File: config.mk
export PLATFORM = sky130hd
export DESIGN_NAME = pcm_highway_coder
export DESIGN_NICKNAME = d
export VERILOG_FILES = /design/src/pcm_highway_pkg.sv /design/src/pcm_highway_coder.sv
export SDC_FILE = /design/constraint.sdc
export NUM_CORES = 1
export LEC_CHECK = 0
export BUFFER_PORTS_ARGS = -buffer_cell sky130_fd_sc_hd__buf_2
export CELL_PAD_IN_SITES_DETAIL_PLACEMENT = 1
export CELL_PAD_IN_SITES_GLOBAL_PLACEMENT = 1
export CORE_MARGIN = 8
export CORE_UTILIZATION = 33
export DETAILED_ROUTE_END_ITERATION = 8
export PLACE_DENSITY = 0.76
export REMOVE_ABC_BUFFERS = 1
export SETUP_SLACK_MARGIN = 0.4
export SKIP_CTS_REPAIR_TIMING = 1
export SYNTH_ARGS = -nofsm -noshare
export SYNTH_HDL_FRONTEND = slang
export SYNTH_SLANG_ARGS = --single-unit
File: constraint.sdc
create_clock -name clk_in -period 9 [get_ports clk_in]
set_input_delay 1.8 -clock clk_in [delete_from_list [all_inputs] [get_ports clk_in]]
set_output_delay 1.8 -clock clk_in [all_outputs]
set_load 0.1 [all_outputs]
File: src/pcm_highway_pkg.sv
// Package: constants and carrier types for the highway channel coder.
// Assumes one system clock; highway pins are sampled as synchronous inputs.
package pcm_highway_pkg;

   ////////////////////////////////////////////////////////////////////////
   // Configuration port map
   localparam logic [7:0]  ADDR_CTRL    = 8'h00;
   localparam logic [7:0]  ADDR_RX_SLOT = 8'h01;
   localparam logic [7:0]  ADDR_TX_SLOT = 8'h02;
   localparam logic [7:0]  ADDR_STATUS  = 8'h03;
   localparam logic [7:0]  ADDR_RX_LO   = 8'h04;
   localparam logic [7:0]  ADDR_RX_HI   = 8'h05;
   localparam logic [7:0]  CTRL_RESET   = 8'h00;
   localparam logic [6:0]  SLOT_RESET   = 7'h00;

   ////////////////////////////////////////////////////////////////////////
   // Coding constants
   localparam logic [7:0]  ABI_MASK     = 8'h55;
   localparam logic [15:0] MU_BIAS      = 16'h0084;
   localparam logic [15:0] A_HALF_STEP  = 16'h0008;
   localparam logic [15:0] A_SEG_BASE   = 16'h0100;
   localparam int          SIG_DET1     = 7;
   localparam int          SIG_DET2     = 6;
   localparam int          SIG_CLOCK_FAILURE_FLAG    = 2;
   localparam int          GCI_RATE_KHZ = 2048;
   localparam logic [9:0]  CNT_MAX      = 10'h3FF;
   localparam logic [6:0]  SLOT_ONE     = 7'h01;

   ////////////////////////////////////////////////////////////////////////
   // Types
   // Field order puts double_clock_enable at bit 0 of the control register
   typedef struct packed {
      logic mux_sel;
      logic gci_mode;
      logic master_clock_source_sel;
      logic linear;
      logic mu_law;
      logic robbed_bit_enable;
      logic highway_signaling_enable;
      logic double_clock_enable;
   } ctrl_t;

   typedef struct packed {
      logic [7:0] addr;
      logic [7:0] wdata;
      logic       wr;
      logic       rd;
   } cfg_req_t;

   typedef enum logic [1:0] {
      FS_IDLE = 2'b00,
      FS_ONE  = 2'b01,
      FS_TWO  = 2'b10,
      FS_LONG = 2'b11
   } fs_len_t;

endpackage : pcm_highway_pkg

File: src/pcm_highway_coder.sv
// Receive/transmit coding and framing for one four-channel group.
// Assumes bit clock, frame syncs and data pins are synchronous to clk_in
// and that clk_in is well above twice the highway bit clock.
//
// Operation
// - Receive the GCI channel chosen by the two channel-select pins.
// - Voice bytes go to the expander; monitor and control bytes go out.
// - GCI frame sync marks channel 0; downstream rate is fixed.
// - Expand per A-law or mu-law; A-law uses alternate bit inversion.
// - Linear samples are 16-bit two's complement, sign first, two slots.
// - Double clock off: data shifts at the bit clock rate.
// - Double clock on: data shifts at half the bit clock rate.
// - Divide-by-two lives only in the slot assigner.
// - Master clock select one routes bit clock to the DSP clock.
// - Signaling on: companded sample slot, then a signaling slot.
// - Signaling byte: bit7 detector one, bit6 detector two/mux, bit2 fail.
// - Signaling MSB follows the data LSB with no gap.
// - Signaling slot is driven even while the channel is inactive.
// - Robbed-bit mode acts only in mu-law and on receive.
// - Transmit is unchanged and sends full bytes in every slot.
// - Robbed frame: drop received LSB, use half its weight instead.
// - Robbed frame: enabled, mu-law, PCM mode, sync two clocks, previous not.
// - Sync sampled on falling edges; two highs then a low is two clocks.
// - Half-LSB substitution only on the channel's valid receive slots.
// - Frame sync marks receive slot 0; slots are counted from it.
`timescale 1ns/10ps
module pcm_highway_coder (
   // Clock and reset
   input  wire logic                      clk_in,
   input  wire logic                      rst_in,
   // Configuration port
   input  wire pcm_highway_pkg::cfg_req_t cfg_req_in,
   output logic [7:0]                     cfg_rdata_out,
   // Clocks
   input  wire logic                      bit_clk_in,
   input  wire logic                      mclk_in,
   output logic                           dsp_clk_out,
   // Highway pins
   input  wire logic                      pcm_frame_sync_in,
   input  wire logic                      pcm_rx_data_in,
   input  wire logic                      gci_frame_sync_in,
   input  wire logic                      downstream_line_in,
   input  wire logic                      gci_chan_sel_low_in,
   input  wire logic                      gci_chan_sel_high_in,
   output logic                           tx_data_out,
   output logic                           tx_enable_out,
   // Channel side
   input  wire logic [15:0]               tx_code_in,
   input  wire logic                      channel_active_in,
   input  wire logic                      detector_input_first_in,
   input  wire logic                      detector_input_second_in,
   input  wire logic                      detector_input_muxed_in,
   input  wire logic                      clock_failure_flag_in,
   output logic [15:0]                    rx_linear_out,
   output logic                           rx_valid_out,
   output logic                           rx_voice_sel_out,
   output logic [7:0]                     monitor_byte_out,
   output logic                           monitor_strobe_out,
   output logic [7:0]                     signal_control_byte_out,
   output logic                           signal_control_strobe_out,
   output logic                           robbed_frame_out
);
   import pcm_highway_pkg::*;

   typedef struct packed {
      ctrl_t       ctrl;
      logic [6:0]  rx_slot;
      logic [6:0]  tx_slot;
      logic        clk_prev;
      logic        phase;
      logic        framed;
      logic [9:0]  bit_cnt;
      fs_len_t     fs_len;
      logic        prev_two;
      logic        robbed;
      logic [7:0]  rx_sh;
      logic [7:0]  lin_hi;
      logic [15:0] rx_lin;
      logic        rx_valid;
      logic        rx_voice;
      logic [7:0]  mon;
      logic        mon_stb;
      logic [7:0]  scb;
      logic        sc_stb;
      logic [15:0] tx_word;
      logic        tx_data;
      logic        tx_en;
      logic        dsp_clk;
      logic [7:0]  rdata;
   } state_t;

   state_t s_q;
   state_t s_d;

   ////////////////////////////////////////////////////////////////////////
   // Expander: companded byte to 16-bit linear
   function automatic logic [15:0] expand(input logic [7:0] code,
                                          input logic       mu,
                                          input logic       half_lsb);
      logic [7:0]  c;
      logic [4:0]  m2;
      logic [15:0] t;
      logic [15:0] mag;
      logic        neg;
      c   = 8'h00;
      m2  = 5'h00;
      t   = 16'h0000;
      mag = 16'h0000;
      neg = 1'b0;
      if (mu) begin
         c   = ~code;
         m2  = half_lsb ? {c[3:1], 2'b01} : {c[3:0], 1'b0};
         t   = (({9'h000, m2, 2'b00}) + MU_BIAS) << c[6:4];
         mag = t - MU_BIAS;
         neg = c[7];
      end else begin
         c   = code ^ ABI_MASK;
         t   = {8'h00, c[3:0], 4'h0} + A_HALF_STEP;
         if (c[6:4] != 3'h0) begin
            mag = (t + A_SEG_BASE) << (c[6:4] - 3'h1);
         end else begin
            mag = t;
         end
         neg = ~c[7];
      end
      expand = neg ? (16'h0000 - mag) : mag;
   endfunction : expand

   ////////////////////////////////////////////////////////////////////////
   // Next-state logic
   logic       fall;
   logic       start;
   logic       shift;
   logic       din;
   logic       fs_s;
   logic [9:0] pos;
   logic [7:0] rx_byte;
   logic [6:0] slot;
   logic [6:0] tslot;
   logic [3:0] tsel;
   logic [7:0] sig_byte;
   logic [7:0] tx_comp;
   logic       two;

   always_comb begin
      s_d      = s_q;
      fs_s     = s_q.ctrl.gci_mode ? gci_frame_sync_in : pcm_frame_sync_in;
      din      = s_q.ctrl.gci_mode ? downstream_line_in : pcm_rx_data_in;
      fall     = s_q.clk_prev & ~bit_clk_in;
      start    = fall & fs_s & (s_q.fs_len == FS_IDLE);
      // Divider only gates the slot assigner's shift events
      shift    = start | (fall & s_q.framed &
                  (~s_q.ctrl.double_clock_enable | s_q.ctrl.gci_mode |
                   s_q.phase));
      pos      = start ? 10'h000 :
                 ((s_q.bit_cnt == CNT_MAX) ? CNT_MAX : s_q.bit_cnt + 10'h001);
      rx_byte  = {s_q.rx_sh[6:0], din};
      slot     = pos[9:3];
      tslot    = slot - s_q.tx_slot;
      tsel     = {tslot[0], pos[2:0]};
      two      = (s_q.fs_len == FS_TWO);
      sig_byte = 8'h00;
      sig_byte[SIG_DET1]  = detector_input_first_in;
      sig_byte[SIG_DET2]  = s_q.ctrl.mux_sel ? detector_input_muxed_in :
                            detector_input_second_in;
      sig_byte[SIG_CLOCK_FAILURE_FLAG] = clock_failure_flag_in;
      tx_comp  = s_q.ctrl.mu_law ? tx_code_in[7:0] :
                 (tx_code_in[7:0] ^ ABI_MASK);

      s_d.clk_prev  = bit_clk_in;
      s_d.rx_valid  = 1'b0;
      s_d.mon_stb   = 1'b0;
      s_d.sc_stb    = 1'b0;
      s_d.rdata     = 8'h00;
      // Master clock select picks the DSP clock source; no division here
      s_d.dsp_clk   = s_q.ctrl.master_clock_source_sel ? bit_clk_in :
                      mclk_in;

      // Frame sync length, judged on the first low falling sample
      if (fall) begin
         s_d.phase = start ? 1'b0 : ~s_q.phase;
         if (fs_s) begin
            case (s_q.fs_len)
               FS_IDLE: s_d.fs_len = FS_ONE;
               FS_ONE:  s_d.fs_len = FS_TWO;
               FS_TWO:  s_d.fs_len = FS_LONG;
               FS_LONG: s_d.fs_len = FS_LONG;
               default: s_d.fs_len = FS_IDLE;
            endcase
         end else if (s_q.fs_len != FS_IDLE) begin
            s_d.fs_len   = FS_IDLE;
            s_d.prev_two = two;
            s_d.robbed   = s_q.ctrl.robbed_bit_enable & s_q.ctrl.mu_law &
                           ~s_q.ctrl.gci_mode & two & ~s_q.prev_two;
         end
      end
      if (start) begin
         s_d.framed = 1'b1;
         s_d.robbed = 1'b0;
      end

      if (shift) begin
         s_d.bit_cnt = pos;
         s_d.rx_sh   = rx_byte;
         // Receive side, one byte per slot end
         if (pos[2:0] == 3'h7) begin
            if (s_q.ctrl.gci_mode) begin
               if (slot[6:5] == 2'b00 &&
                   slot[4:2] == {1'b0, gci_chan_sel_high_in,
                                 gci_chan_sel_low_in}) begin
                  case (slot[1:0])
                     2'b00, 2'b01: begin
                        s_d.rx_lin   = expand(rx_byte, s_q.ctrl.mu_law, 1'b0);
                        s_d.rx_valid = 1'b1;
                        s_d.rx_voice = slot[0];
                     end
                     2'b10: begin
                        s_d.mon     = rx_byte;
                        s_d.mon_stb = 1'b1;
                     end
                     default: begin
                        s_d.scb    = rx_byte;
                        s_d.sc_stb = 1'b1;
                     end
                  endcase
               end
            end else if (slot == s_q.rx_slot) begin
               if (s_q.ctrl.linear) begin
                  s_d.lin_hi = rx_byte;
               end else begin
                  s_d.rx_lin   = expand(rx_byte, s_q.ctrl.mu_law,
                                        s_q.robbed);
                  s_d.rx_valid = 1'b1;
                  s_d.rx_voice = 1'b0;
               end
            end else if (s_q.ctrl.linear &&
                         slot == s_q.rx_slot + SLOT_ONE) begin
               s_d.rx_lin   = {s_q.lin_hi, rx_byte};
               s_d.rx_valid = 1'b1;
               s_d.rx_voice = 1'b0;
            end
         end
         // Transmit side, full bytes only
         if (tslot == 7'h00 && pos[2:0] == 3'h0) begin
            s_d.tx_word = s_q.ctrl.linear ? tx_code_in :
                          {tx_comp, sig_byte};
         end
         s_d.tx_data = s_d.tx_word[4'hF - tsel];
         s_d.tx_en   = ~s_q.ctrl.gci_mode &
                       ((tslot == 7'h00 & channel_active_in) |
                        (tslot == SLOT_ONE &
                         ((s_q.ctrl.linear & channel_active_in) |
                          (s_q.ctrl.highway_signaling_enable &
                           ~s_q.ctrl.linear))));
      end
      s_d.tx_en = s_d.tx_en & ~s_q.ctrl.gci_mode;

      // Configuration port
      if (cfg_req_in.wr) begin
         case (cfg_req_in.addr)
            ADDR_CTRL:    s_d.ctrl    = cfg_req_in.wdata;
            ADDR_RX_SLOT: s_d.rx_slot = cfg_req_in.wdata[6:0];
            ADDR_TX_SLOT: s_d.tx_slot = cfg_req_in.wdata[6:0];
            default:      s_d.ctrl    = s_d.ctrl;
         endcase
      end
      if (cfg_req_in.rd) begin
         case (cfg_req_in.addr)
            ADDR_CTRL:    s_d.rdata = s_q.ctrl;
            ADDR_RX_SLOT: s_d.rdata = {1'b0, s_q.rx_slot};
            ADDR_TX_SLOT: s_d.rdata = {1'b0, s_q.tx_slot};
            ADDR_STATUS:  s_d.rdata = {5'h00, s_q.framed, s_q.prev_two,
                                       s_q.robbed};
            ADDR_RX_LO:   s_d.rdata = s_q.rx_lin[7:0];
            ADDR_RX_HI:   s_d.rdata = s_q.rx_lin[15:8];
            default:      s_d.rdata = 8'h00;
         endcase
      end
   end

   ////////////////////////////////////////////////////////////////////////
   // State register
   always_ff @(posedge clk_in) begin
      if (rst_in) begin
         s_q          <= '0;
         s_q.ctrl     <= CTRL_RESET;
         s_q.rx_slot  <= SLOT_RESET;
         s_q.tx_slot  <= SLOT_RESET;
         s_q.fs_len   <= FS_IDLE;
      end else begin
         s_q <= s_d;
      end
   end

   assign cfg_rdata_out             = s_q.rdata;
   assign dsp_clk_out               = s_q.dsp_clk;
   assign tx_data_out               = s_q.tx_data;
   assign tx_enable_out             = s_q.tx_en;
   assign rx_linear_out             = s_q.rx_lin;
   assign rx_valid_out              = s_q.rx_valid;
   assign rx_voice_sel_out          = s_q.rx_voice;
   assign monitor_byte_out          = s_q.mon;
   assign monitor_strobe_out        = s_q.mon_stb;
   assign signal_control_byte_out   = s_q.scb;
   assign signal_control_strobe_out = s_q.sc_stb;
   assign robbed_frame_out          = s_q.robbed;

   ////////////////////////////////////////////////////////////////////////
   // Checks
   AST_RESET_CLEAR: assert property (@(posedge clk_in)
      rst_in |=> (s_q.ctrl == CTRL_RESET && !s_q.tx_en))
      else $error("enables not cleared by reset");

   AST_HALF_RATE: assert property (@(posedge clk_in) disable iff (rst_in)
      (fall && !start && s_q.ctrl.double_clock_enable &&
       !s_q.ctrl.gci_mode && !s_q.phase)
      |=> $stable(s_q.bit_cnt))
      else $error("double clock shifted on a skipped edge");

   AST_FULL_RATE: assert property (@(posedge clk_in) disable iff (rst_in)
      (fall && !start && s_q.framed && !s_q.ctrl.double_clock_enable &&
       s_q.bit_cnt != CNT_MAX)
      |=> s_q.bit_cnt == $past(s_q.bit_cnt) + 10'h001)
      else $error("bit counter missed a falling edge");

   AST_SLOT_ZERO: assert property (@(posedge clk_in) disable iff (rst_in)
      start |=> (s_q.bit_cnt == 10'h000 && s_q.framed))
      else $error("frame sync did not restart slot 0");

   AST_ROBBED_CAUSE: assert property (@(posedge clk_in) disable iff (rst_in)
      $rose(s_q.robbed) |-> (s_q.prev_two && !$past(s_q.prev_two) &&
                             $past(s_q.ctrl.mu_law)))
      else $error("robbed frame without a new two-clock sync");

   AST_RX_PULSE: assert property (@(posedge clk_in) disable iff (rst_in)
      s_q.rx_valid |=> !s_q.rx_valid)
      else $error("receive valid longer than one cycle");

   AST_GCI_NO_TX: assert property (@(posedge clk_in) disable iff (rst_in)
      (s_q.ctrl.gci_mode && $past(s_q.ctrl.gci_mode, 2)) |-> !s_q.tx_en)
      else $error("highway driven in GCI mode");

   AST_DSP_CLOCK: assert property (@(posedge clk_in) disable iff (rst_in)
      $past(s_q.ctrl.master_clock_source_sel) |->
      s_q.dsp_clk == $past(bit_clk_in))
      else $error("DSP clock not taken from bit clock");

   AST_RDATA_WINDOW: assert property (@(posedge clk_in) disable iff (rst_in)
      !$past(cfg_req_in.rd) |-> s_q.rdata == 8'h00)
      else $error("read data outside its cycle");

   COV_ROBBED: cover property (@(posedge clk_in) disable iff (rst_in)
      s_q.robbed && s_q.rx_valid);
   COV_LINEAR: cover property (@(posedge clk_in) disable iff (rst_in)
      s_q.ctrl.linear && s_q.rx_valid);
   COV_GCI_MON: cover property (@(posedge clk_in) disable iff (rst_in)
      s_q.mon_stb ##[1:64] s_q.sc_stb);
   COV_SIG_SLOT: cover property (@(posedge clk_in) disable iff (rst_in)
      s_q.tx_en && s_q.ctrl.highway_signaling_enable && !channel_active_in);

endmodule : pcm_highway_coder

==> metrics.cfg <==
[status]
status = completed

[pwr]
power.leakage_nw = 3.47
switching_power_w = 0.000359
seqPwrFrac_pct = 40.1
p_clk_share_pct = 54.6
p_int_w = 0.000942
combPwrFrac_pct = 5.3
ir_drop_v = 0.000116
power_density_nw_per_um2 = 131
netSwitchingFraction_pct = 27.6

[logic_synthesis]
synth.yosys.seq_area_share_pct = 26.0
ys_ff_latch = 117
synth_top_area_cell = dfxtp_1
yosys.area.top_type_share_pct = 26.0
dominantRegCellSynth = dfxtp_1
ys_top_cells_by_area = dfxtp_1 (26%), a21oi_1 (6.7%), nand2_1 (6.4%)
async_flop_share_pct = 0
synth_commonest_cells = nand2_1 (154), a21oi_1 (120), dfxtp_1 (117)
synth_cells = 1216
ys_types = 91
synth_edf_count = 0
yosysMostFrequentCell = nand2_1
yosysWarnings = 0
avgSynthCellArea_sq_um = 7.41
syn_area_sq_um = 9010

[final_layout]
final_net_count = 1282
area.sequential_sq_um = 2340
multi_input_comb_area_sq_um = 5850
drive_gt1_share_pct = 15.1
fin_area_sq_um = 9920
num-fill-cells = 3329
area_growth_pct = 10.1
diodes = 0

[drt]
wire_per_inst_um = 22.1
final_antenna_net_count = 0
vias_per_cell = 6.05
drtIter0Drc = 800
wl_um = 34600
drc = 0
drtPass1Iterations = 7
via_count = 9491

[setup_path]
cp-start-kind = input port
arrival_ps = 6700
critPathRequiredTime_ps = 9280
path_max_fanout = 16
crit_type = input port to flop
worst_setup_path_end_kind = flop

[global_routing]
gr-max-usage-layer = met2
overflow = 0
grt_pass1_wl_um = 54500
antenna_found_initial = 2
grt_pass1_vias = 9547
use_met1_pct = 25.5
grt_max_degree = 73
grt_use_total_pct = 20.6
met3_usage_pct = 4.49
use_met2_pct = 34.2

[clock_tree]
root_buffer = clkbuf_16
cts_buffers = 17
cts_tree = built
clk_latency_ps = 440
cts_sinks = 117
htree_num_levels = 4
path_clk_slew_ps = 60
clockBufferDepth = 2

[placed_design]
dpl.hpwl_um = 25000
post-place-ws_ps = 2200
dpl_cell_area_sq_um = 9330
gp_congestion = 0.913
numPortBuffers = 96

[worst_hold_path]
hp-class = flop to flop

[floorplan]
die_w_um = 181
coreArea_sq_um = 26900
fp-row-count = 60
dieArea_sq_um = 32800
die_height_um = 181
initial_core_util_pct = 33.5
ios = 97

[sta]
hold_violations = 0
rsz0062_at_grt = false
finalClockSkew_ps = 13.7
slew_headroom_pct = 19.4
fmax_ghz = 0.156
worst_slack_ps = 2580
period_needed_ps = 6420
period_share_pct = 71.3
fin_tns_setup_ps = 0
finalSetupViolCount = 0
report.final.slew_viol_count = 0
worstMarginPinSlew_ps = 1200

[job]
max_cap_violations = 0

==> path summary, 6_finish.rpt <==
check,startpoint,slack (ps),endpoint,cells after the start
setup / recovery,bit_clk_in,2580,tx_data_out,18
hold / removal,monitor_byte_out[5],450,monitor_byte_out[5],2
setup reg to reg,s_q[83],3460,tx_data_out,18
hold reg to reg,monitor_byte_out[5],450,monitor_byte_out[5],2
==> flip-flops by register name, summed over array words and instances (netlist names), 7 cells and up <==
register / flops
s_q: 62
monitor_byte_out: 8
cfg_rdata_out: 8
signal_control_byte_out: 8
rx_byte: 7
rx_linear_out: 16
==> critical path, cell delays in order <==
cell and delay, ps:
buf_2 120, nor2b_1 400, and3_1 710, a21oi_1 200, inv_1 100, ha_1 170
inv_1 60, fa_1 440, a211o_1 330, a2111o_1 360, o311ai_1 120, xnor2_1 190
a2111oi_4 690, mux2_2 410, o211ai_1 160, nand4_1 110, a32oi_1 230, a211oi_1 90
==> layer usage <==
| layer | routed length [um] | vias up | part of all wire (%) |
|---|---|---|---|
| met4 | 1140 | 4 | 3.3 |
| met5 | 26 | - | 0.075 |
| li1 | - | 4430 | - |
| met3 | 1830 | 70 | 5.3 |
| met1 | 15200 | 4693 | 44 |
| met2 | 16400 | 294 | 47 |
==> metrics by stage <==
stage	std cells	hold slack, ps	util (%)	total power, W
after floorplan	1087	423	-	0.000564
after global placement	1538	437	34.7	0.000601
after detailed placement	1538	444	34.7	0.000602
after CTS	1570	453	36.9	0.00131
after global routing	1570	471	36.9	0.00133
final	1570	452	36.9	0.00130
==> cells in the final DEF (no fill, tap or decap), drive strengths merged, types with 14 or more instances in the layout <==
cell type	n
nand2	154
nand3	75
xor2	16
mux2i	29
inv	41
ha	16
o21ai	62
nor3	23
a31oi	20
dfxtp	117
a211oi	22
xnor2	18
nor2	102
clkbuf	18
buf	110
nand2b	15
a21oi	121
nor2b	14
==> cell type report <==
class	count	area share (%)
Clock buffer	18	4.43
Clock inverter	14	1.54
Inverter	32	1.21
Multi-Input combinational cell	938	59.0
Sequential cell	117	23.6
Tap cell	341	4.30
Timing Repair Buffer	110	5.93
==> cells by family after synthesis <==
| group | after synthesis | synth area share, % |
|---|---|---|
| xor+xnor | 35 | 3.56 |
| buf+inv | 161 | 9.18 |
| flops | 117 | 26.0 |
| simple gates | 471 | 25.5 |
| compound gates | 373 | 28.4 |
| mux | 42 | 4.97 |
| fa+ha+maj | 17 | 2.44 |
==> power groups by stage <==
stage          clock network (W)  registers, W  logic (W)
2_1_floorplan                  0      0.000537  0.0000269
3_3_place_gp                   0      0.000533  0.0000672
3_5_place_dp                   0      0.000533  0.0000683
4_1_cts                 0.000717      0.000522  0.0000687
5_1_grt                 0.000736      0.000522  0.0000745
6_report                0.000710      0.000522  0.0000689
(Power assumes the default switching activity.)
